**src/inc/fdchp_pkg.sv**
```systemverilog
package fdchp_pkg;

	localparam int unsigned CLK_PERIOD_NS    = 10;
	localparam int unsigned BYTE_PERIOD_NS   = 13000;
	localparam int unsigned BYTE_PERIOD_CYC  = BYTE_PERIOD_NS / CLK_PERIOD_NS;
	localparam int unsigned CMD_COUNT        = 15;
	localparam int unsigned MAX_BYTES        = 9;

	localparam int unsigned MSR_READY_BIT    = 7;
	localparam int unsigned MSR_DIR_BIT      = 6;
	localparam int unsigned MSR_EXEC_BIT     = 5;
	localparam int unsigned MSR_BUSY_BIT     = 4;

	localparam logic [3:0]  CMD_LEN_DEFAULT  = 4'h9;
	localparam logic [3:0]  RES_LEN_DEFAULT  = 4'h7;
	localparam logic [7:0]  DATA_RESET       = 8'h00;

	typedef enum logic [3:0] {
		FDCHP_CMD  = 4'b0001,
		FDCHP_EXEC = 4'b0010,
		FDCHP_RES  = 4'b0100,
		FDCHP_IDLE = 4'b1000
	} fdchp_phase_t;

	typedef struct packed {
		logic       cs_n;
		logic       rd_n;
		logic       wr_n;
		logic       port_select;
		logic       dma_grant_low;
		logic       dma_last_byte;
	} fdchp_pins_t;

	typedef struct packed {
		logic rd_status;
		logic rd_data;
		logic wr_data;
		logic illegal;
	} fdchp_access_t;

endpackage : fdchp_pkg

```
**src/core/fdchp_decode.sv**
```systemverilog
`timescale 1ns/1ps
`default_nettype none
module fdchp_decode
	import fdchp_pkg::*;
(
	input  wire fdchp_pins_t pins_i,
	input  wire logic        dma_mode_i,
	output fdchp_access_t    acc_o
);
	logic sel;

	always_comb begin
		// dma cycle selects the data register without chip select
		sel = !pins_i.cs_n || (dma_mode_i && !pins_i.dma_grant_low);
		acc_o = '0;
		if (sel) begin
			acc_o.illegal   = !pins_i.rd_n && !pins_i.wr_n;
			acc_o.rd_status = !pins_i.port_select && !pins_i.rd_n && pins_i.wr_n;
			acc_o.rd_data   = (pins_i.port_select || !pins_i.dma_grant_low)
				&& !pins_i.rd_n && pins_i.wr_n;
			acc_o.wr_data   = (pins_i.port_select || !pins_i.dma_grant_low)
				&& pins_i.rd_n && !pins_i.wr_n;
		end
	end
endmodule : fdchp_decode
`default_nettype wire

```
**src/core/fdchp_port.sv**
```systemverilog
`timescale 1ns/1ps
`default_nettype none
module fdchp_port
	import fdchp_pkg::*;
(
	input  wire logic       ref_clk_i,
	input  wire logic       resetn_i,
	input  wire logic       cs_n_i,
	input  wire logic       rd_n_i,
	input  wire logic       wr_n_i,
	input  wire logic       port_select_i,
	input  wire logic       dma_grant_low_n_i,
	input  wire logic       dma_last_byte_i,
	input  wire logic [7:0] data_i,
	input  wire logic       dma_mode_i,
	input  wire logic       write_cmd_i,
	input  wire logic [3:0] cmd_len_i,
	input  wire logic [3:0] res_len_i,
	input  wire logic       core_byte_valid_i,
	input  wire logic [7:0] core_byte_i,
	input  wire logic [7:0] result_status_zero_i,
	input  wire logic [7:0] result_status_one_i,
	input  wire logic [7:0] result_status_two_i,
	input  wire logic [7:0] result_status_three_i,
	output logic [7:0]      data_o,
	output logic            data_oe_o,
	output logic            dma_request_line_o,
	output logic            int_o,
	output logic [7:0]      main_status_o,
	output logic            cmd_byte_valid_o,
	output logic [7:0]      cmd_byte_o,
	output logic            exec_byte_taken_o,
	output logic            illegal_access_o,
	output logic            abort_o
);
	typedef struct packed {
		fdchp_phase_t phase;
		logic [3:0]   count;
		logic [3:0]   res_len;
		logic         byte_pend;
		logic [7:0]   hold;
		logic [7:0]   data_out;
		logic         data_oe;
		logic         dma_request_line;
		logic         intr;
		logic         res_int;
		logic         prev_rd;
		logic         prev_wr;
		logic         prev_tc;
		logic         cmd_valid;
		logic [7:0]   cmd_byte;
		logic         exec_taken;
		logic         illegal;
		logic         abort;
		logic [7:0]   msr;
	} fdchp_state_t;

	fdchp_pins_t   pins_raw;
	fdchp_pins_t   pins;
	fdchp_access_t acc;
	logic [7:0]    data_s1_q;
	logic [7:0]    data_s2_q;
	fdchp_state_t  st_q;
	fdchp_state_t  st_d;
	logic          rd_rise;
	logic          wr_rise;
	logic          rd_fall;
	logic          tc_rise;

	function automatic logic [7:0] fdchp_msr(input logic ready, input logic dir,
		input logic exec, input logic busy);
		logic [7:0] m;
		m = 8'h00;
		m[MSR_READY_BIT] = ready;
		m[MSR_DIR_BIT]   = dir;
		m[MSR_EXEC_BIT]  = exec;
		m[MSR_BUSY_BIT]  = busy;
		return m;
	endfunction : fdchp_msr

	function automatic logic [7:0] fdchp_result(input logic [3:0] idx,
		input logic [7:0] s0, input logic [7:0] s1, input logic [7:0] s2,
		input logic [7:0] s3, input logic [7:0] pend);
		logic [7:0] r;
		unique case (idx)
			4'h0: r = s0;
			4'h1: r = s1;
			4'h2: r = s2;
			4'h3: r = s3;
			default: r = pend;
		endcase
		return r;
	endfunction : fdchp_result

	assign pins_raw = '{cs_n: cs_n_i, rd_n: rd_n_i, wr_n: wr_n_i,
		port_select: port_select_i, dma_grant_low: dma_grant_low_n_i,
		dma_last_byte: dma_last_byte_i};

	fdchp_sync u_sync (
		.ref_clk_i (ref_clk_i),
		.resetn_i  (resetn_i),
		.pins_i    (pins_raw),
		.pins_o    (pins)
	);

	fdchp_decode u_decode (
		.pins_i     (pins),
		.dma_mode_i (dma_mode_i),
		.acc_o      (acc)
	);

	always_ff @(posedge ref_clk_i or negedge resetn_i) begin
		if (!resetn_i) begin
			data_s1_q <= DATA_RESET;
			data_s2_q <= DATA_RESET;
		end else begin
			data_s1_q <= data_i;
			data_s2_q <= data_s1_q;
		end
	end

	// access completes on strobe release
	assign rd_fall = acc.rd_data && !st_q.prev_rd;
	assign rd_rise = !acc.rd_data && st_q.prev_rd;
	assign wr_rise = !acc.wr_data && st_q.prev_wr;
	assign tc_rise = pins.dma_last_byte && !st_q.prev_tc;

	always_comb begin
		st_d            = st_q;
		st_d.prev_rd    = acc.rd_data;
		st_d.prev_wr    = acc.wr_data;
		st_d.prev_tc    = pins.dma_last_byte;
		st_d.cmd_valid  = 1'b0;
		st_d.exec_taken = 1'b0;
		st_d.abort      = 1'b0;
		st_d.illegal    = acc.illegal;
		st_d.data_oe    = acc.rd_status || acc.rd_data;
		unique case (st_q.phase)
			FDCHP_CMD: begin
				st_d.dma_request_line  = 1'b0;
				st_d.intr = 1'b0;
				if (wr_rise) begin
					st_d.cmd_valid = 1'b1;
					st_d.cmd_byte  = data_s2_q;
					if (st_q.count == 4'h0) begin
						st_d.res_len = res_len_i;
					end
					if (st_q.count + 4'h1 >= cmd_len_i) begin
						st_d.phase     = FDCHP_EXEC;
						st_d.count     = 4'h0;
						st_d.byte_pend = 1'b0;
					end else begin
						st_d.count = st_q.count + 4'h1;
					end
				end
			end
			FDCHP_EXEC: begin
				if (core_byte_valid_i && !st_q.byte_pend) begin
					st_d.byte_pend = 1'b1;
					st_d.hold      = core_byte_i;
				end
				if (st_q.byte_pend) begin
					if (dma_mode_i) begin
						st_d.intr = 1'b0;
						st_d.dma_request_line  = pins.dma_grant_low;
					end else begin
						st_d.dma_request_line  = 1'b0;
						st_d.intr = 1'b1;
					end
					if ((!write_cmd_i && rd_rise) || (write_cmd_i && wr_rise)) begin
						st_d.byte_pend  = 1'b0;
						st_d.intr       = 1'b0;
						st_d.dma_request_line        = 1'b0;
						st_d.exec_taken = 1'b1;
						if (write_cmd_i) begin
							st_d.cmd_byte = data_s2_q;
						end
					end
					if (!pins.dma_grant_low) begin
						st_d.dma_request_line = 1'b0;
					end
				end else begin
					st_d.dma_request_line  = 1'b0;
					st_d.intr = 1'b0;
				end
				if (tc_rise) begin
					st_d.phase     = FDCHP_RES;
					st_d.dma_request_line       = 1'b0;
					st_d.intr      = 1'b1;
					st_d.res_int   = 1'b1;
					st_d.byte_pend = 1'b0;
					st_d.count     = 4'h0;
				end
			end
			FDCHP_RES: begin
				if (rd_rise) begin
					st_d.intr    = 1'b0;
					st_d.res_int = 1'b0;
					if (st_q.count + 4'h1 >= st_q.res_len) begin
						st_d.phase = FDCHP_CMD;
						st_d.count = 4'h0;
					end else begin
						st_d.count = st_q.count + 4'h1;
					end
				end
			end
			FDCHP_IDLE: begin
				st_d.phase = FDCHP_CMD;
			end
			default: begin
				st_d.phase = FDCHP_CMD;
			end
		endcase
		if (tc_rise && st_q.phase == FDCHP_CMD && st_q.count != 4'h0) begin
			st_d.phase = FDCHP_CMD;
			st_d.count = 4'h0;
			st_d.abort = 1'b1;
		end
		if (tc_rise && st_q.phase == FDCHP_EXEC) begin
			st_d.abort = 1'b1;
		end
		if (acc.rd_status) begin
			st_d.data_out = st_q.msr;
		end else if (acc.rd_data && rd_fall) begin
			if (st_q.phase == FDCHP_RES) begin
				st_d.data_out = fdchp_result(st_q.count, result_status_zero_i,
					result_status_one_i, result_status_two_i,
					result_status_three_i, st_q.hold);
			end else begin
				st_d.data_out = st_q.hold;
			end
		end
		unique case (st_d.phase)
			FDCHP_CMD: st_d.msr = fdchp_msr(1'b1, 1'b0, 1'b0, st_d.count != 4'h0);
			FDCHP_EXEC: st_d.msr = fdchp_msr(st_d.byte_pend && !dma_mode_i,
				!write_cmd_i, 1'b1, 1'b1);
			FDCHP_RES: st_d.msr = fdchp_msr(1'b1, 1'b1, 1'b0, 1'b1);
			default: st_d.msr = fdchp_msr(1'b0, 1'b0, 1'b0, 1'b0);
		endcase
	end

	always_ff @(posedge ref_clk_i or negedge resetn_i) begin
		if (!resetn_i) begin
			st_q       <= '0;
			st_q.phase <= FDCHP_IDLE;
			st_q.msr   <= 8'h00;
		end else begin
			st_q <= st_d;
		end
	end

	assign data_o             = st_q.data_out;
	assign data_oe_o          = st_q.data_oe;
	assign dma_request_line_o = st_q.dma_request_line;
	assign int_o              = st_q.intr;
	assign main_status_o      = st_q.msr;
	assign cmd_byte_valid_o   = st_q.cmd_valid;
	assign cmd_byte_o         = st_q.cmd_byte;
	assign exec_byte_taken_o  = st_q.exec_taken;
	assign illegal_access_o   = st_q.illegal;
	assign abort_o            = st_q.abort;
endmodule : fdchp_port
`default_nettype wire

```
**src/core/fdchp_sync.sv**
```systemverilog
`timescale 1ns/1ps
`default_nettype none
module fdchp_sync
	import fdchp_pkg::*;
(
	input  wire logic        ref_clk_i,
	input  wire logic        resetn_i,
	input  wire fdchp_pins_t pins_i,
	output fdchp_pins_t      pins_o
);
	typedef struct packed {
		fdchp_pins_t s1;
		fdchp_pins_t s2;
	} fdchp_sync_state_t;

	localparam fdchp_pins_t PINS_IDLE = '{cs_n: 1'b1, rd_n: 1'b1, wr_n: 1'b1,
		port_select: 1'b0, dma_grant_low: 1'b1, dma_last_byte: 1'b0};

	fdchp_sync_state_t st_q;
	fdchp_sync_state_t st_d;

	always_comb begin
		st_d    = st_q;
		st_d.s1 = pins_i;
		st_d.s2 = st_q.s1;
	end

	always_ff @(posedge ref_clk_i or negedge resetn_i) begin
		if (!resetn_i) begin
			st_q <= '{s1: PINS_IDLE, s2: PINS_IDLE};
		end else begin
			st_q <= st_d;
		end
	end

	assign pins_o = st_q.s2;
endmodule : fdchp_sync
`default_nettype wire

```
**config.mk**
```make
export PLATFORM = sky130hd
export DESIGN_NAME = fdchp_port
export DESIGN_NICKNAME = d
export VERILOG_FILES = /design/src/inc/fdchp_pkg.sv /design/src/core/fdchp_decode.sv /design/src/core/fdchp_port.sv /design/src/core/fdchp_sync.sv
export SDC_FILE = /design/constraint.sdc
export NUM_CORES = 1
export LEC_CHECK = 0
export ABC_AREA = 1
export ABC_CLOCK_PERIOD_IN_PS = 2700
export BUFFER_PORTS_ARGS = -buffer_cell sky130_fd_sc_hd__buf_2
export CORE_ASPECT_RATIO = 1.75
export CORE_MARGIN = 2
export CORE_UTILIZATION = 38
export DETAILED_ROUTE_END_ITERATION = 6
export PLACE_DENSITY = 0.59
export SYNTH_ARGS = -nofsm -noshare
export SYNTH_HDL_FRONTEND = slang
export SYNTH_SLANG_ARGS = --single-unit
```
**constraint.sdc**
```tcl
create_clock -name ref_clk_i -period 2.7 [get_ports ref_clk_i]
set_input_delay 0.27 -clock ref_clk_i [delete_from_list [all_inputs] [get_ports ref_clk_i]]
set_output_delay 0.27 -clock ref_clk_i [all_outputs]
set_load 0.01 [all_outputs]
```
==> results of run 1 <==
[cell usage after synthesis, types with 4 or more instances]
master / instances
nand4_1: 5
a221oi_1: 4
nand2_2: 9
a21oi_1: 23
nor2_2: 4
buf_4: 24
dfrtp_1: 70
nand3_1: 26
o211ai_1: 6
o21ai_0: 6
ha_1: 12
dfstp_2: 9
nor2_1: 23
nand2_1: 107
inv_1: 47
inv_2: 9
[per-layer routing]
| metal | wire (um) | part of all wire [%] | up-vias |
|---|---|---|---|
| li1 | - | - | 1444 |
| met1 | 2980 | 36 | 1346 |
| met2 | 4400 | 53 | 93 |
| met3 | 470 | 5.7 | 27 |
| met4 | 424 | 5.1 | 0 |
| met5 | 0 | 0 | - |
[power groups by stage]
stage	logic [mW]	clock network [mW]	registers, mW
global route	0.713	1.20	1.37
floorplan	0.462	0	1.36
global placement	0.612	0	1.38
detailed placement	0.630	0	1.38
finish	0.626	1.10	1.36
CTS	0.634	1.14	1.36
[per-stage QoR]
stage / hold WS, ns / total power, mW / utilization (%) / cells / setup WS, ns
after global routing: 0.0223 / 3.28 / 45.7 / 623 / 0.221
after global placement: 0.332 / 1.99 / 42.9 / 607 / 0.522
after CTS: 0.0260 / 3.14 / 45.7 / 623 / 0.377
after detailed placement: 0.335 / 2.01 / 42.9 / 607 / 0.377
after floorplan: -0.0256 / 1.82 / - / 419 / 0.674
final: 0.0407 / 3.09 / 45.7 / 623 / 0.386
[path summary, 6_finish.rpt]
| path | to |
|---|---|
| setup / recovery | main_status_o[4] |
| hold / removal | u_sync.st_d[3] |
| setup reg to reg | main_status_o[4] |
| hold reg to reg | data_s2_q[3] |
| max in group asynchronous | u_sync.pins_o[2] |
| min in group asynchronous | cmd_byte_valid_o |
[worst reg2reg max path: stages (launching register included)]
cell and delay [ns]:
dfrtp_1 0.48, inv_1 0.13, ha_1 0.35, ha_1 0.30, inv_1 0.04, o21bai_1 0.12, nand2_1 0.06, nand2_1 0.10
nor2_1 0.08, nand2_4 0.08, nand2_2 0.06, nand2_1 0.06, nand2_1 0.04, nand2_1 0.07, nand2_1 0.05, nor2_1 0.10
nand2_1 0.05
[registers in the layout (all words and copies together), names as in the netlist]
register and flops:
data_s1_q 8, st_q 24, dma_request_line_o 1, illegal_access_o 1
u_sync.pins_o 6, exec_byte_taken_o 1, data_s2_q 8, int_o 1
cmd_byte_o 8, main_status_o 4, cmd_byte_valid_o 1, data_o 8
u_sync.st_d 6, abort_o 1, data_oe_o 1
[final cells by class]
class | instances | area share (%)
Inverter | 56 | 4.73
Clock inverter | 1 | 0.169
Clock buffer | 15 | 6.02
Sequential cell | 79 | 44.7
Timing Repair Buffer | 93 | 10.5
Multi-Input combinational cell | 254 | 30.3
Tap cell | 125 | 3.52
[cell families (layout without fill, tap and decap cells)]
family,count (synthesis),after routing
buffers and inverters,86,165
xor gates and xnor gates,2,2
muxes,3,3
AOI/OAI and AO/OA,48,48
adders and majority gates,12,12
other,1,5
DFF,79,79
and+or+nand+nor,184,184
==> qor.yml, run 1 <==
floorplanning:
  die_w_um: 79.2
  die-area_mm2: 0.0107
  start_util_pct: 38.6
  rows: 48
  core-area_mm2: 0.00973
  die_h_um: 136
  io_pins: 98
clocking:
  clockRootBuffer: "clkbuf_16"
  cts_resized: 0
  clk_latency_ns: 0.33
  cts_tree: "yes"
  htreeDepth: 3
  ctsHoldBuffers: 0
  numCtsBuffers: 9
  cts_setup_buffers: 0
  path_clk_slew_ns: 0.05
  clock_sink_count: 79
  clock_path_buffers: 2
pwr:
  p_sw_share_pct: 28.5
  power.clock.fraction_pct: 35.8
  p_comb_share_pct: 20.3
  p_int_mw: 2.21
  p_leak_nw: 2.49
  power_density_mw_per_mm2: 695
  p_sw_uw: 880
  seq_power_share_pct: 44.0
  ir_drop_uv: 480
critical_path:
  critPathMaxStageDelay_ns: 0.48
  cp-startpoint: "st_q[48]"
  critPathLaunchType: "register"
  crit_chain: "inv_1, ha_1, ha_1, inv_1, o21bai_1, nand2_1, nand2_1, nor2_1, nand2_4, nand2_2, nand2_1, nand2_1, nand2_1, nand2_1, nor2_1, nand2_1"
  crit_family: "simple AND/OR/NAND/NOR gates"
  cp.arrival_ns: 2.53
  timing.setup.critical_path_class: "reg -> reg"
  ff2ff_setup_slack_ns: 0.39
  endpoint_kind: "register"
  rr_startpoint: "st_q[48]"
  cp.required_ns: 2.92
  cp_common_cell: "nand2_1"
  cpMaxStageDelayCell: "dfrtp_1"
  reg2reg_depth: 16
  path_depth: 16
  cp_max_fo: 7
  path_buf_inv: 2
logic_synthesis:
  yosys.area_share.xor_xnor_pct: 0.466
  synthArstFlopShare_pct: 100
  synth-compound-area-share_pct: 7.96
  netlist.area_leader.share_pct: 46.6
  synthAdderAreaFrac_pct: 4.00
  ys_top_cells_by_area: "dfrtp_1 47%, nand2_1 11%, dfstp_2 6.3%, buf_4 4.8%, inv_1 4.7%"
  synthMuxAreaShare_pct: 0.899
  ys_seq_elements: 79
  synth-edff-count: 0
  ys_types: 36
  synth_top_cell_by_area: "dfrtp_1"
  yosysWarnings: 0
  synth_top_family_by_area: "simple AND/OR/NAND/NOR gates"
  yosys.area_share.simple_pct: 22.0
  mappedNetlistArea_mm2: 0.00376
  synth_ff_type: "dfrtp_1"
  synthCells: 415
  syn_area_per_cell_um2: 9.05
  yosysSeqAreaShare_pct: 52.9
run_status:
  status: "finished clean"
sta:
  fin_skew_ns: 0.00611
  tightest_slew_ns: 0.969
  slew_violations: 0
  rsz0062_at_grt: "false"
  setup_viol: 0
  fin_crit_ns: 2.31
  finalSetupTns_ns: 0
  fmaxAchievable_ghz: 0.432
  period_share_pct: 85.7
  finalHoldViolations: 0
  slew_headroom_pct: 35.4
grt:
  busiest_layer: "met2"
  grt_first_pass_wirelength_mm: 13.4
  grt.met2_usage_pct: 29.3
  use_met3_pct: 4.27
  grt_max_degree: 80
  use_met1_pct: 16.9
  grt_pass1_vias: 2935
  antenna_found_initial: 0
  grt_usage_pct: 16.6
  grt_overflow: 0
drt:
  antenna_left: 0
  first_iter_violations: 138
  vias_per_cell: 4.67
  vias: 2910
  wl_per_cell_um: 13.3
  wl_mm: 8.28
  dr.pass1.iters: 4
  remaining_drc_errors: 0
worst_hold_path:
  min-delay-start: "wr_n_i"
  min_path_cells: 1
  min_path_type: "in -> reg"
cells_and_area:
  syn_to_final_growth_pct: 18.3
  nets: 572
  multi_input_area_mm2: 0.00135
  fin_area_mm2: 0.00445
  antennaDiodeCount: 0
  final_cell_mix: "107 x nand2_1, 92 x buf_2, 70 x dfrtp_1, 47 x inv_1, 26 x nand3_1"
  fillers: 996
  final_common_cell: "nand2_1"
  register_area_mm2: 0.00199
  final_layout_size_suffix_gt1_share_pct: 29.9
job:
  drv_cap: 0
placement:
  place_area_mm2: 0.00417
  dp_hpwl_mm: 6.44
  place.gp.congestion: 0.816
  io_buffer_count: 93
(Power assumes the default switching activity.)
==> run 2, diff against run 1 <==
Settings changed: CAP_MARGIN from default to 20, PLACE_DENSITY 0.59 to 0.58, SYNTH_HIERARCHICAL from default to 1.
==> qor.yml, run 2 <==
cells_and_area:
  nets: 568  # -0.70%
  fin_area_mm2: 0.00471  # +5.9%
  largest_reg_flops: 24  # unchanged
  stdcell_count: 619  # -0.64%
  final_common_cell: "buf_2"
  largest_register: "st_q"
  final_cell_mix: "92 x buf_2, 76 x nand2_1, 69 x dfrtp_1, 44 x inv_1, 39 x nand3_1"
  antennaDiodeCount: 0  # unchanged
  syn_to_final_growth_pct: 21.2
  final_layout_size_suffix_gt1_share_pct: 34.4  # +4.5 points
clocking:
  clock_path_buffers: 2  # unchanged
  clock_sink_count: 79  # unchanged
  htreeDepth: 3  # unchanged
  numCtsBuffers: 9  # unchanged
  path_clk_slew_ns: 0.06  # about the same
  cts_setup_buffers: 0  # unchanged
  clk_latency_ns: 0.33  # about the same
  clockRootBuffer: "clkbuf_16"
  cts_tree: "yes"
grt:
  grt_max_degree: 80  # unchanged
  grt_first_pass_wirelength_mm: 13.9  # +3.6%
  grt_usage_pct: 16.7  # +0.12 points
  grt_overflow: 0  # unchanged
  grt_pass1_vias: 2922  # -0.44%
  antenna_found_initial: 0  # unchanged
floorplanning:
  die_w_um: 80.4  # +1.6%
  die-area_mm2: 0.0111  # +3.3%
  rows: 48  # unchanged
  io_pins: 98  # unchanged
  core-area_mm2: 0.00991  # +1.9%
  die_h_um: 138  # +1.6%
  start_util_pct: 39.2  # +0.59 points
critical_path:
  endpoint_kind: "register"
  cp_common_cell: "nand2_1"
  critPathMaxStageDelay_ns: 0.48  # about the same
  cpMaxStageDelayCell: "dfrtp_2"
  cp.required_ns: 2.91  # about the same
  reg2reg_depth: 12  # -4
  rr_startpoint: "st_q[48]"
  timing.setup.critical_path_class: "reg -> reg"
  critPathLaunchType: "register"
  cp.arrival_ns: 2.60  # +0.07 ns
  crit_chain: "ha_1, xor2_2, ha_1, nand2_1, inv_1, a21oi_1, nand2_1, nand3_1, o21ai_1, and2_1, nand2_1, nand2_1"
  cp_max_fo: 9  # +2
  cp-startpoint: "st_q[48]"
drt:
  wl_per_cell_um: 14.2  # +7.2%
  first_iter_violations: 148  # +7.2%
  wl_mm: 8.82  # +6.5%
  antenna_left: 0  # unchanged
  remaining_drc_errors: 0  # unchanged
  vias_per_cell: 4.71  # +0.82%
  vias: 2915  # +0.17%
  dr.pass1.iters: 4  # unchanged
sta:
  fmaxAchievable_ghz: 0.418  # -3.2%
  period_share_pct: 88.5  # +2.8 points
  finalHoldViolations: 0  # unchanged
  rsz0062_at_grt: "false"
  slew_violations: 0  # unchanged
  fin_skew_ns: 0.00699  # +0.000887 ns
  fin_crit_ns: 2.39  # +0.0760 ns
  setup_ws_ns: 0.310  # -0.0760 ns
  finalSetupTns_ns: 0  # unchanged
  slew_headroom_pct: 63.4  # +28 points
  setup_viol: 0  # unchanged
  tightest_slew_ns: 0.548  # -0.421 ns
logic_synthesis:
  ys_top_cells_by_area: "dfrtp_1 45%, nand2_1 7.3%, dfstp_2 6.1%, nand3_1 5.0%, buf_4 4.6%"
  mappedNetlistArea_mm2: 0.00388  # +3.4%
  netlist.area_leader.share_pct: 45.1  # -1.5 points
  synth_top_cell_by_area: "dfrtp_1"
  synth-edff-count: 0  # unchanged
  synthArstFlopShare_pct: 100  # unchanged
  synthCells: 406  # -2.2%
  yosysSeqAreaShare_pct: 51.2  # -1.7 points
  synth_ff_type: "dfrtp_1"
  yosysMostFrequentCell: "nand2_1"
  ys_seq_elements: 79  # unchanged
  ys_types: 38  # +5.6%
  ys_top_cells_by_count: "76 x nand2_1, 70 x dfrtp_1, 44 x inv_1"
  yosysWarnings: 6  # +6
  syn_area_per_cell_um2: 9.57  # +5.7%
run_status:
  status: "finished clean"
placement:
  io_buffer_count: 93  # unchanged
  place.gp.congestion: 0.857  # +5.0%
  dp_cells: 601  # -0.99%
  pre_cts_slack_ns: 0.129  # -0.249 ns
  dp_hpwl_mm: 6.77  # +5.1%
  place_area_mm2: 0.00434  # +4.0%
worst_hold_path:
  min-delay-start: "wr_n_i"
  min_path_type: "in -> reg"
  min_path_cells: 1  # unchanged
pwr:
  power_mw: 3.01  # -2.5%
  p_leak_nw: 2.56  # +3.0%
  ir_drop_uv: 341  # -29%
  power_density_mw_per_mm2: 640  # -7.9%
job:
  drv_cap: 0  # unchanged
==> run 2: changes by cell type in the layout (fill, tap and decap cells not counted), sizes merged, moves of 3 or more <==
cell    change
nand3      +12
inv         -6
a21oi       -8
clkinv      +3
nand2      -32
mux2       +13
a221oi      -4
buf         +5
nor3        -3
a31oi       +9
nor2        +9
clkbuf      -5
a22oi       -3
==> run 2: path summary, 6_finish.rpt <==
path,end,slack (ns)
setup / recovery,main_status_o[6],0.31
hold / removal,u_sync/st_d[3],0.03
setup reg to reg,main_status_o[6],0.31
hold reg to reg,data_s2_q[5],0.35
max in group asynchronous,st_q[55],1.65
min in group asynchronous,data_s1_q[3],0.41
==> run 2: kinds of logic (layout without fill, tap and decap cells) <==
group | after synthesis | in the layout | synth area share [%]
AND/OR/NAND/NOR | 174 | 174 | 21.9
other | 1 | 5 | 0.0965
flip-flops | 79 | 79 | 51.2
adder cells (fa/ha/maj) | 12 | 12 | 3.86
multiplexers | 16 | 16 | 5.41
XOR/XNOR | 2 | 2 | 0.451
buffers and inverters | 80 | 164 | 10.3
AO/OA/AOI/OAI | 42 | 42 | 6.76
==> run 2: metal layers <==
layer | global-route usage [%] | vias to the layer above | part of all wire, %
met5 | 0 | - | 0
met4 | 7.34 | 0 | 2.0
met3 | 3.60 | 15 | 3.6
met2 | 30.2 | 71 | 55
met1 | 18.5 | 1375 | 39
li1 | - | 1454 | -
==> run 2: area by class of cell <==
| class | instances | area [um2] |
|---|---|---|
| inverters | 49 | 184 |
| well taps | 125 | 156 |
| repair buffers | 99 | 536 |
| flip-flops and latches | 79 | 1990 |
| fillers | 984 | 5200 |
| multi-input cells | 251 | 1520 |
| clock inverters | 6 | 93.8 |
| clock buffers | 10 | 229 |
==> run 2: what timing repair did <==
item,4_1_cts,5_1_grt
hold buffers,0,1
gates resized for setup,0,2
endpoints found under the hold margin,0,27
setup endpoints to repair,0,3
==> run 2: worst max-delay path: cells and delay by family, from the launching register on <==
family | cells | cell delay (ns)
AOI/OAI and AO/OA | 2 | 0.40
buffers and inverters | 1 | 0.05
xor gates and xnor gates | 1 | 0.24
DFF | 1 | 0.48
adders and majority gates | 2 | 0.55
and+or+nand+nor | 6 | 0.57
==> run 2: per-stage QoR <==
| step | hold slack, ns | utilization (%) |
|---|---|---|
| final | 0.0316 | 47.5 |
| after global routing | 0.0113 | 47.5 |
| after CTS | 0.0191 | 47.0 |
| after detailed placement | 0.335 | 43.8 |
| after global placement | 0.332 | 43.8 |
| after floorplan | -0.0256 | - |
==> run 2: report_power, final <==
group / switching, mW / leakage, nW / internal, mW
logic: 0.229 / 1.44 / 0.177
registers: 0.0368 / 0.964 / 1.27
clock network: 0.485 / 0.159 / 0.818
